$ cat src/tcs_pkg.sv
package tcs_pkg;

  // Register byte offsets
  localparam logic [7:0] TCS_CTL_OFF = 8'h00; // timer_control_main
  localparam logic [7:0] TCS_SMC_OFF = 8'h08; // slave_mode_config

  // Reset values of both control registers
  localparam logic [15:0] TCS_CTL_RST = 16'h0000;
  localparam logic [15:0] TCS_SMC_RST = 16'h0000;

  // Field positions in timer_control_main
  localparam int TCS_CTL_RUN_POS  = 0; // counter_run
  localparam int TCS_CTL_UDIS_POS = 1; // update_suppress
  localparam int TCS_CTL_USRC_POS = 2; // update_source_select
  localparam int TCS_CTL_OSH_POS  = 3; // one_shot_enable
  localparam int TCS_CTL_RELOAD_SHADOW_ENABLE_POS = 7; // reload_shadow_enable
  localparam int TCS_CTL_DIV_POS  = 8; // sample_clock_divider, 2 bits

  // Field positions in slave_mode_config
  localparam int TCS_SMC_MODE_POS = 0; // slave_mode_select, 3 bits
  localparam int TCS_SMC_TSEL_POS = 4; // trigger_source_select, 3 bits
  localparam int TCS_SMC_SYNC_POS = 7; // sync_start_enable

  // Sample clock division codes
  localparam logic [1:0] TCS_DIV_1 = 2'h0;
  localparam logic [1:0] TCS_DIV_2 = 2'h1;
  localparam logic [1:0] TCS_DIV_4 = 2'h2;

  // Reserved trigger source code
  localparam logic [2:0] TCS_TSEL_RSVD = 3'h7;

  // Slave mode encodings
  typedef enum logic [2:0] {
    TCS_SM_OFF     = 3'b000,
    TCS_SM_RSVD1   = 3'b001,
    TCS_SM_RSVD2   = 3'b010,
    TCS_SM_RSVD3   = 3'b011,
    TCS_SM_RESTART = 3'b100,
    TCS_SM_PAUSE   = 3'b101,
    TCS_SM_EVENT   = 3'b110,
    TCS_SM_EXTCLK  = 3'b111
  } tcs_smode_e;

  // Writable control fields of timer_control_main
  typedef struct packed {
    logic [1:0] div;
    logic       reload_shadow_enable;
    logic       osh;
    logic       usrc;
    logic       udis;
    logic       run;
  } tcs_ctl_s;

  // Writable fields of slave_mode_config
  typedef struct packed {
    logic       sync;
    logic [2:0] tsel;
    tcs_smode_e mode;
  } tcs_smc_s;

endpackage : tcs_pkg

$ cat src/tcs_timer_ctrl.sv
// Behaviour
// Divider code sets sample clock: 1,1/2,1/4
// Shadow enable buffers reload until update
// One-shot counts only until next update
// Source select 0: all updates raise request
// Source select 1: only overflow raises request
// Update loads preloaded reload value
// Suppress blocks update, reinit still happens
// Software sets run for pause, external modes
// Sync start forwards trigger as start event
// Trigger select picks one of seven inputs
// Software keeps trigger select while slave active
// Mode off: counts on clock while run
// Restart: trigger edge reinits, makes update
// Pause: counter clock gated by trigger level
// Event: trigger rising edge starts counter
// External clock: counts on trigger edges
// One-shot: update stops, trigger edge starts
// Trigger flag on events; pause both edges
// Reserved codes give no trigger behaviour
// Reserved bits read zero, ignore writes
module tcs_timer_ctrl
  import tcs_pkg::*;
#(
  parameter int CNT_W = 16   // Counter and reload width
)(
  input  wire logic             clk_sys_in,
  input  wire logic             reset_n_in,
  input  wire logic [7:0]       reg_addr_in,
  input  wire logic [15:0]      reg_wdata_in,
  input  wire logic             reg_wr_in,
  input  wire logic             reg_rd_in,
  output logic      [15:0]      reg_rdata_out,
  input  wire logic             reload_wr_in,
  input  wire logic [CNT_W-1:0] reload_data_in,
  input  wire logic             sw_update_in,
  input  wire logic             trig_flag_clr_in,
  input  wire logic [3:0]       internal_trigger_in,
  input  wire logic             chan0_edge_detect_in,
  input  wire logic             chan0_filtered_input_in,
  input  wire logic             chan1_filtered_input_in,
  output logic [CNT_W-1:0]      counter_out,
  output logic                  update_event_out,
  output logic                  update_request_out,
  output logic                  trigger_flag_out,
  output logic                  trigger_output_out,
  output logic                  deadtime_sample_tick_out
);

  // Refuse widths the 16-bit register view cannot carry
  if (CNT_W < 2 || CNT_W > 16)
  begin : g_width_check
    $error("tcs_timer_ctrl: CNT_W must be 2 to 16");
  end

  tcs_ctl_s         ctl;          // Control register fields
  tcs_smc_s         slave_mode_select;          // Slave mode register fields
  logic [CNT_W-1:0] arr_active;   // Reload value in use
  logic [CNT_W-1:0] arr_preload;  // Reload value written by software
  logic             trig_q;       // Previous selected trigger level
  logic [1:0]       div_cnt;      // Sample clock divider count
  logic             trig_sel;     // selected_trigger_input
  logic             trig_rise;    // Rising edge of the trigger
  logic             trig_fall;    // Falling edge of the trigger
  logic             slave_on;     // A documented slave mode is active
  logic             restart_hit;  // Restart-mode trigger
  logic             start_hit;    // Trigger that sets counter_run
  logic             tick;         // Counter advance enable
  logic             overflow;     // Counter reached reload value
  logic             reinit;       // Counter reinit to zero
  logic             upd_evt;      // Update event this cycle
  logic             trig_evt;     // Trigger event for the flag
  logic             wr_ctl;       // Write to timer_control_main
  logic             wr_smc;       // Write to slave_mode_config

  assign wr_ctl = reg_wr_in && (reg_addr_in == TCS_CTL_OFF);
  assign wr_smc = reg_wr_in && (reg_addr_in == TCS_SMC_OFF);

  // Trigger multiplexer; reserved code yields a quiet low
  always_comb
  begin
    case (slave_mode_select.tsel) inside
      [3'h0:3'h3]: trig_sel = internal_trigger_in[slave_mode_select.tsel[1:0]];
      3'h4:    trig_sel = chan0_edge_detect_in;
      3'h5:    trig_sel = chan0_filtered_input_in;
      3'h6:    trig_sel = chan1_filtered_input_in;
      default: trig_sel = 1'b0;
    endcase
  end

  // Previous trigger level for edge detection
  always_ff @(posedge clk_sys_in or negedge reset_n_in)
  begin
    if (!reset_n_in)
      trig_q <= 1'b0;
    else
      trig_q <= trig_sel;
  end

  assign trig_rise = trig_sel && !trig_q;
  assign trig_fall = !trig_sel && trig_q;

  // Reserved slave codes act like mode off, with no trigger action
  assign slave_on    = slave_mode_select.mode[2];
  assign restart_hit = (slave_mode_select.mode == TCS_SM_RESTART) && trig_rise;
  // Event mode starts the counter; in one-shot a restart edge does too
  assign start_hit   = trig_rise &&
                       ((slave_mode_select.mode == TCS_SM_EVENT) ||
                        (ctl.osh && slave_mode_select.mode == TCS_SM_RESTART));

  // Counter clock per slave mode; pause and external need run set
  always_comb
  begin
    case (slave_mode_select.mode)
      TCS_SM_PAUSE:  tick = ctl.run && trig_sel;
      TCS_SM_EXTCLK: tick = ctl.run && trig_rise;
      default:       tick = ctl.run;
    endcase
  end

  assign overflow = tick && (counter_out == arr_active);
  assign reinit   = sw_update_in || restart_hit;
  assign upd_evt  = !ctl.udis && (overflow || reinit);
  // Pause counts both edges as trigger events, other active slave modes one
  assign trig_evt = slave_on &&
                    (trig_rise ||
                     (slave_mode_select.mode == TCS_SM_PAUSE && trig_fall));

  // Control register; hardware start wins over the one-shot stop
  always_ff @(posedge clk_sys_in or negedge reset_n_in)
  begin
    if (!reset_n_in)
      ctl <= tcs_ctl_s'(TCS_CTL_RST);
    else
    begin
      if (wr_ctl)
      begin
        // Only documented fields are kept, reserved bits dropped
        ctl.div  <= reg_wdata_in[TCS_CTL_DIV_POS +: 2];
        ctl.reload_shadow_enable <= reg_wdata_in[TCS_CTL_RELOAD_SHADOW_ENABLE_POS];
        ctl.osh  <= reg_wdata_in[TCS_CTL_OSH_POS];
        ctl.usrc <= reg_wdata_in[TCS_CTL_USRC_POS];
        ctl.udis <= reg_wdata_in[TCS_CTL_UDIS_POS];
        ctl.run  <= reg_wdata_in[TCS_CTL_RUN_POS];
      end
      if (ctl.osh && upd_evt)
        ctl.run <= 1'b0;
      if (start_hit)
        ctl.run <= 1'b1;
    end
  end

  // Slave mode register; the field is not locked in hardware
  always_ff @(posedge clk_sys_in or negedge reset_n_in)
  begin
    if (!reset_n_in)
      slave_mode_select <= tcs_smc_s'(TCS_SMC_RST[7:0]);
    else if (wr_smc)
    begin
      // Software must leave tsel alone while a slave mode runs
      slave_mode_select.sync <= reg_wdata_in[TCS_SMC_SYNC_POS];
      slave_mode_select.tsel <= reg_wdata_in[TCS_SMC_TSEL_POS +: 3];
      slave_mode_select.mode <= tcs_smode_e'(reg_wdata_in[TCS_SMC_MODE_POS +: 3]);
    end
  end

  // Reload value, direct or through the preload copy
  always_ff @(posedge clk_sys_in or negedge reset_n_in)
  begin
    if (!reset_n_in)
    begin
      arr_preload <= '1;
      arr_active  <= '1;
    end
    else
    begin
      if (upd_evt)
        arr_active <= arr_preload;
      if (reload_wr_in)
      begin
        arr_preload <= reload_data_in;
        if (!ctl.reload_shadow_enable)
          arr_active <= reload_data_in;
      end
    end
  end

  // Counter; reinit beats wrap, wrap beats advance
  always_ff @(posedge clk_sys_in or negedge reset_n_in)
  begin
    if (!reset_n_in)
      counter_out <= '0;
    else if (reinit || overflow)
      counter_out <= '0;
    else if (tick)
      counter_out <= counter_out + 1'b1;
  end

  // Update event and update request pulses
  always_ff @(posedge clk_sys_in or negedge reset_n_in)
  begin
    if (!reset_n_in)
    begin
      update_event_out   <= 1'b0;
      update_request_out <= 1'b0;
    end
    else
    begin
      update_event_out   <= upd_evt;
      // Overflow asks unless udis is set; software and restart only when usrc=0
      update_request_out <= upd_evt && (!ctl.usrc || overflow);
    end
  end

  // Trigger flag: an event in the clear cycle still sets it
  always_ff @(posedge clk_sys_in or negedge reset_n_in)
  begin
    if (!reset_n_in)
      trigger_flag_out <= 1'b0;
    else if (trig_evt)
      trigger_flag_out <= 1'b1;
    else if (trig_flag_clr_in)
      trigger_flag_out <= 1'b0;
  end

  // Trigger output: the start event when syncing, else updates
  always_ff @(posedge clk_sys_in or negedge reset_n_in)
  begin
    if (!reset_n_in)
      trigger_output_out <= 1'b0;
    else if (slave_mode_select.sync)
      trigger_output_out <= trig_rise && slave_on;
    else
      trigger_output_out <= upd_evt;
  end

  // Sample clock enable; reserved divider code runs undivided
  always_ff @(posedge clk_sys_in or negedge reset_n_in)
  begin
    if (!reset_n_in)
    begin
      div_cnt                  <= 2'h0;
      deadtime_sample_tick_out <= 1'b0;
    end
    else
    begin
      div_cnt <= div_cnt + 2'h1;
      case (ctl.div)
        TCS_DIV_2: deadtime_sample_tick_out <= div_cnt[0];
        TCS_DIV_4: deadtime_sample_tick_out <= (div_cnt == 2'h3);
        default:   deadtime_sample_tick_out <= 1'b1;
      endcase
    end
  end

  // Register read port; unmapped addresses read zero
  always_ff @(posedge clk_sys_in or negedge reset_n_in)
  begin
    if (!reset_n_in)
      reg_rdata_out <= 16'h0000;
    else if (reg_rd_in)
    begin
      reg_rdata_out <= 16'h0000;
      if (reg_addr_in == TCS_CTL_OFF)
      begin
        reg_rdata_out[TCS_CTL_DIV_POS +: 2] <= ctl.div;
        reg_rdata_out[TCS_CTL_RELOAD_SHADOW_ENABLE_POS]     <= ctl.reload_shadow_enable;
        reg_rdata_out[TCS_CTL_OSH_POS]      <= ctl.osh;
        reg_rdata_out[TCS_CTL_USRC_POS]     <= ctl.usrc;
        reg_rdata_out[TCS_CTL_UDIS_POS]     <= ctl.udis;
        reg_rdata_out[TCS_CTL_RUN_POS]      <= ctl.run;
      end
      else if (reg_addr_in == TCS_SMC_OFF)
        reg_rdata_out[7:0] <= {slave_mode_select.sync, slave_mode_select.tsel, 1'b0, slave_mode_select.mode};
    end
  end
endmodule : tcs_timer_ctrl

$ cat config.mk
export PLATFORM = sky130hd
export DESIGN_NAME = tcs_timer_ctrl
export DESIGN_NICKNAME = d
export VERILOG_FILES = /design/src/tcs_pkg.sv /design/src/tcs_timer_ctrl.sv
export SDC_FILE = /design/constraint.sdc
export NUM_CORES = 1
export LEC_CHECK = 0
export BUFFER_PORTS_ARGS = -buffer_cell sky130_fd_sc_hd__buf_4
export CORE_MARGIN = 2
export CORE_UTILIZATION = 30
export CTS_BUF_LIST = sky130_fd_sc_hd__clkbuf_4 sky130_fd_sc_hd__clkbuf_8
export CTS_CLUSTER_SIZE = 28
export DETAILED_ROUTE_END_ITERATION = 8
export GPL_TIMING_DRIVEN = 0
export PLACE_DENSITY = 0.56
export RECOVER_POWER = 100
export SETUP_SLACK_MARGIN = 0.1
export SYNTH_ARGS = -nofsm -noshare
export SYNTH_HDL_FRONTEND = slang
export SYNTH_SLANG_ARGS = --single-unit
$ cat constraint.sdc
create_clock -name clk_sys_in -period 3.1 [get_ports clk_sys_in]
set_clock_uncertainty 0.05 [all_clocks]
set_input_delay 0.62 -clock clk_sys_in [delete_from_list [all_inputs] [get_ports clk_sys_in]]
set_output_delay 0.62 -clock clk_sys_in [all_outputs]
set_load 0.1 [all_outputs]
==> impl_metrics.tcl <==
set metrics [dict create \
    outcome "complete, but fails checks" \
    violations "max-capacitance violations, max-slew violations" \
    vdd_drop_max_uv 223 \
    fillCellCount 1346 \
    dieArea_um2 14300 \
    leakagePower_nw 1.97 \
    drive_above_1_share 0.294 \
    critPathCaptureType "flip-flop" \
    layout_commonest_cell "clkbuf_1" \
    worstSetupStartpointType "flip-flop" \
    cts_tree "built" \
    layout.nets 519 \
    dp_hpwl_um 7080 \
    crit_required_ns 3.36 \
    portBuffers 76 \
    holdBufCountCts 0 \
    grt_max_degree 81 \
    clk_pin_slew_worst_paths_ns 0.09 \
    rsz0062_at_grt "no" \
    synth_top_area_frac 0.299 \
    syn_to_final_growth_pct 22.4 \
    avgSynthCellArea_um2 10.9 \
    cts_sinks 80 \
    routedWlPerCell_um 14.8 \
    via_per_inst 4.69 \
    core-area_um2 13100 \
    final_cell_mix "clkbuf_1, buf_4, dfrtp_1, dfstp_2, nand2_1" \
    diodes 0 \
    overflow 0 \
    crit_arrival_ns 3.00 \
    clock_path_buffers 2 \
    setup_viol 0 \
    crit_type "reg -> reg" \
    synth.area.top_cells "dfrtp_1, dfstp_2, mux2_2" \
    fmax_ghz 0.365 \
    layout.cells.non_filler 642 \
    postCtsSetupBuffers 0 \
    grt_use_total 0.137 \
    period_minus_slack_ns 2.74 \
    io_pins 91 \
    first_pass_iters 4 \
    cts-resized-gates 0 \
    crit_fanout 10 \
    synth_top_area_cell "dfrtp_1" \
    wl_um 9480 \
    syn_area_um2 4020 \
    hp-class "in -> reg" \
    insertion_delay_ns 0.37 \
    yosysSeqAreaShare 0.508 \
    drtIter0Drc 129 \
    vias 3008 \
    tightest_slew_ns 1.97 \
    ys.warnings.count 0 \
    drv_slew 81 \
    whs_ns 0.382 \
    synth_cell_type_count 44 \
    antenna_found_initial 0 \
    die_h_um 120 \
    numPlacedInstances 626 \
    gp_congestion 0.789 \
    start_util 0.306 \
    finalCritPeriodShare 0.885 \
    rows 42 \
    finalHoldViolCount 0 \
    grt_pass1_vias 2887 \
    drv_cap 1 \
    synthCells 369 \
    cts_made_buffers 9 \
    fin_setup_tns_ns 0 \
    die_width_um 120 \
    grt_pass1_wl_um 15300 \
    post-route-util 0.374 \
    drc_errors 0 \
    ys_seq_elements 80 \
    ctsRootBufferMaster "clkbuf_8" \
    power_density_nw_per_um2 512 \
    h-tree-depth 3 \
    postRouteAntennaNets 0 \
    timing.slew.headroom -0.316 \
]
-- cell usage after synthesis (all sizes together) --
library cell  count
a2111oi           1
a211oi            6
a21boi            2
a21oi            12
a221o             1
a22oi             4
a31o             17
a31oi             1
and3              3
and4              2
buf              11
clkbuf           16
conb              1
dfrtp            48
dfstp            32
ha                4
inv              13
mux2             29
mux2i             5
mux4              1
nand2            31
nand2b            3
nand3            15
nand3b           16
nand4             5
nor2             22
nor2b             1
nor3              3
nor3b             1
nor4              2
o21ai            26
o31ai             1
o32ai             1
or2               3
xnor2            30
-- flip-flops by register name, indices dropped and copies added, names as in the netlist --
name                      flops
div_cnt                       2
reg_rdata_out                10
update_request_out            1
update_event_out              1
ctl                           7
trig_q                        1
slave_mode_select             7
counter_out                  16
deadtime_sample_tick_out      1
arr_preload                  16
trigger_output_out            1
arr_active                   16
trigger_flag_out              1
-- through the flow --
| stage | worst slack [ns] | instance area, um2 | power, mW |
|---|---|---|---|
| 3_5_place_dp | 0.147 | 4830 | 1.68 |
| 5_1_grt | 0.118 | 4920 | 2.62 |
| 6_report | 0.357 | 4920 | 2.52 |
| 4_1_cts | 0.345 | 5050 | 2.56 |
| 3_3_place_gp | 0.184 | 4830 | 1.67 |
| 2_1_floorplan | 0.462 | 4040 | 1.52 |
-- cell type report --
| class | instances | area (um2) | share of cell area |
|---|---|---|---|
| timing repair buffer | 76 | 452 | 0.0918 |
| buffer | 27 | 139 | 0.0282 |
| clock inverter | 7 | 101 | 0.0206 |
| inverter | 13 | 48.8 | 0.00992 |
| sequential | 80 | 2040 | 0.415 |
| multi-input combinational | 254 | 1790 | 0.364 |
| tap | 176 | 220 | 0.0448 |
| clock buffer | 9 | 124 | 0.0252 |
-- power breakdown --
group          leakage, nW  switching (mW)  internal, mW
combinational        0.879           0.288         0.151
sequential           0.978          0.0541          1.14
clock                0.115           0.418         0.464
-- kinds of logic (layout without fill, tap and decap cells) --
kind of cell               count (synthesis)  in the layout  share of synthesized area
AOI/OAI and AO/OA                         72             72                      0.129
xor gates and xnor gates                  30             30                     0.0654
adders and majority gates                  4              4                     0.0125
buffers and inverters                     40            132                     0.0489
DFF                                       80             80                      0.508
muxes                                     35             35                     0.0993
other                                      1              6                   0.000933
and+or+nand+nor                          107            107                      0.136
-- metal layers --
layer / GRT usage / routed length [um]
met1: 0.180 / 4460
met5: 0 / 0
met3: 0.0181 / 273
met4: 0.0662 / 151
met2: 0.223 / 4600
-- worst max-delay path: stages, from the launching register on --
cell and delay [ns]:
dfrtp_1 0.38, buf_6 0.13, mux2i_1 0.13, mux4_2 0.33, inv_1 0.11, a21oi_4 0.30
a21boi_4 0.38, clkbuf_1 0.42, o21ai_0 0.23, a31o_1 0.22
-- worst paths after layout --
path,from,end,slack (ns),cells past startpoint
setup / recovery,slave_mode_select[3]$_DFFE_PN0P_,arr_active[7]$_DFF_PN1_,0.36,9
setup reg to reg,slave_mode_select[3]$_DFFE_PN0P_,arr_active[7]$_DFF_PN1_,0.36,9
min in group asynchronous,reset_n_in,slave_mode_select[3]$_DFFE_PN0P_,0.73,1
max in group asynchronous,reset_n_in,counter_out[0]$_DFFE_PN0P_,1.09,1
hold reg to reg,div_cnt[0]$_DFF_PN0_,div_cnt[0]$_DFF_PN0_,0.42,1
hold / removal,trig_flag_clr_in,trigger_flag_out$_DFFE_PN0P_,0.38,2
(Power assumes the default switching activity.)
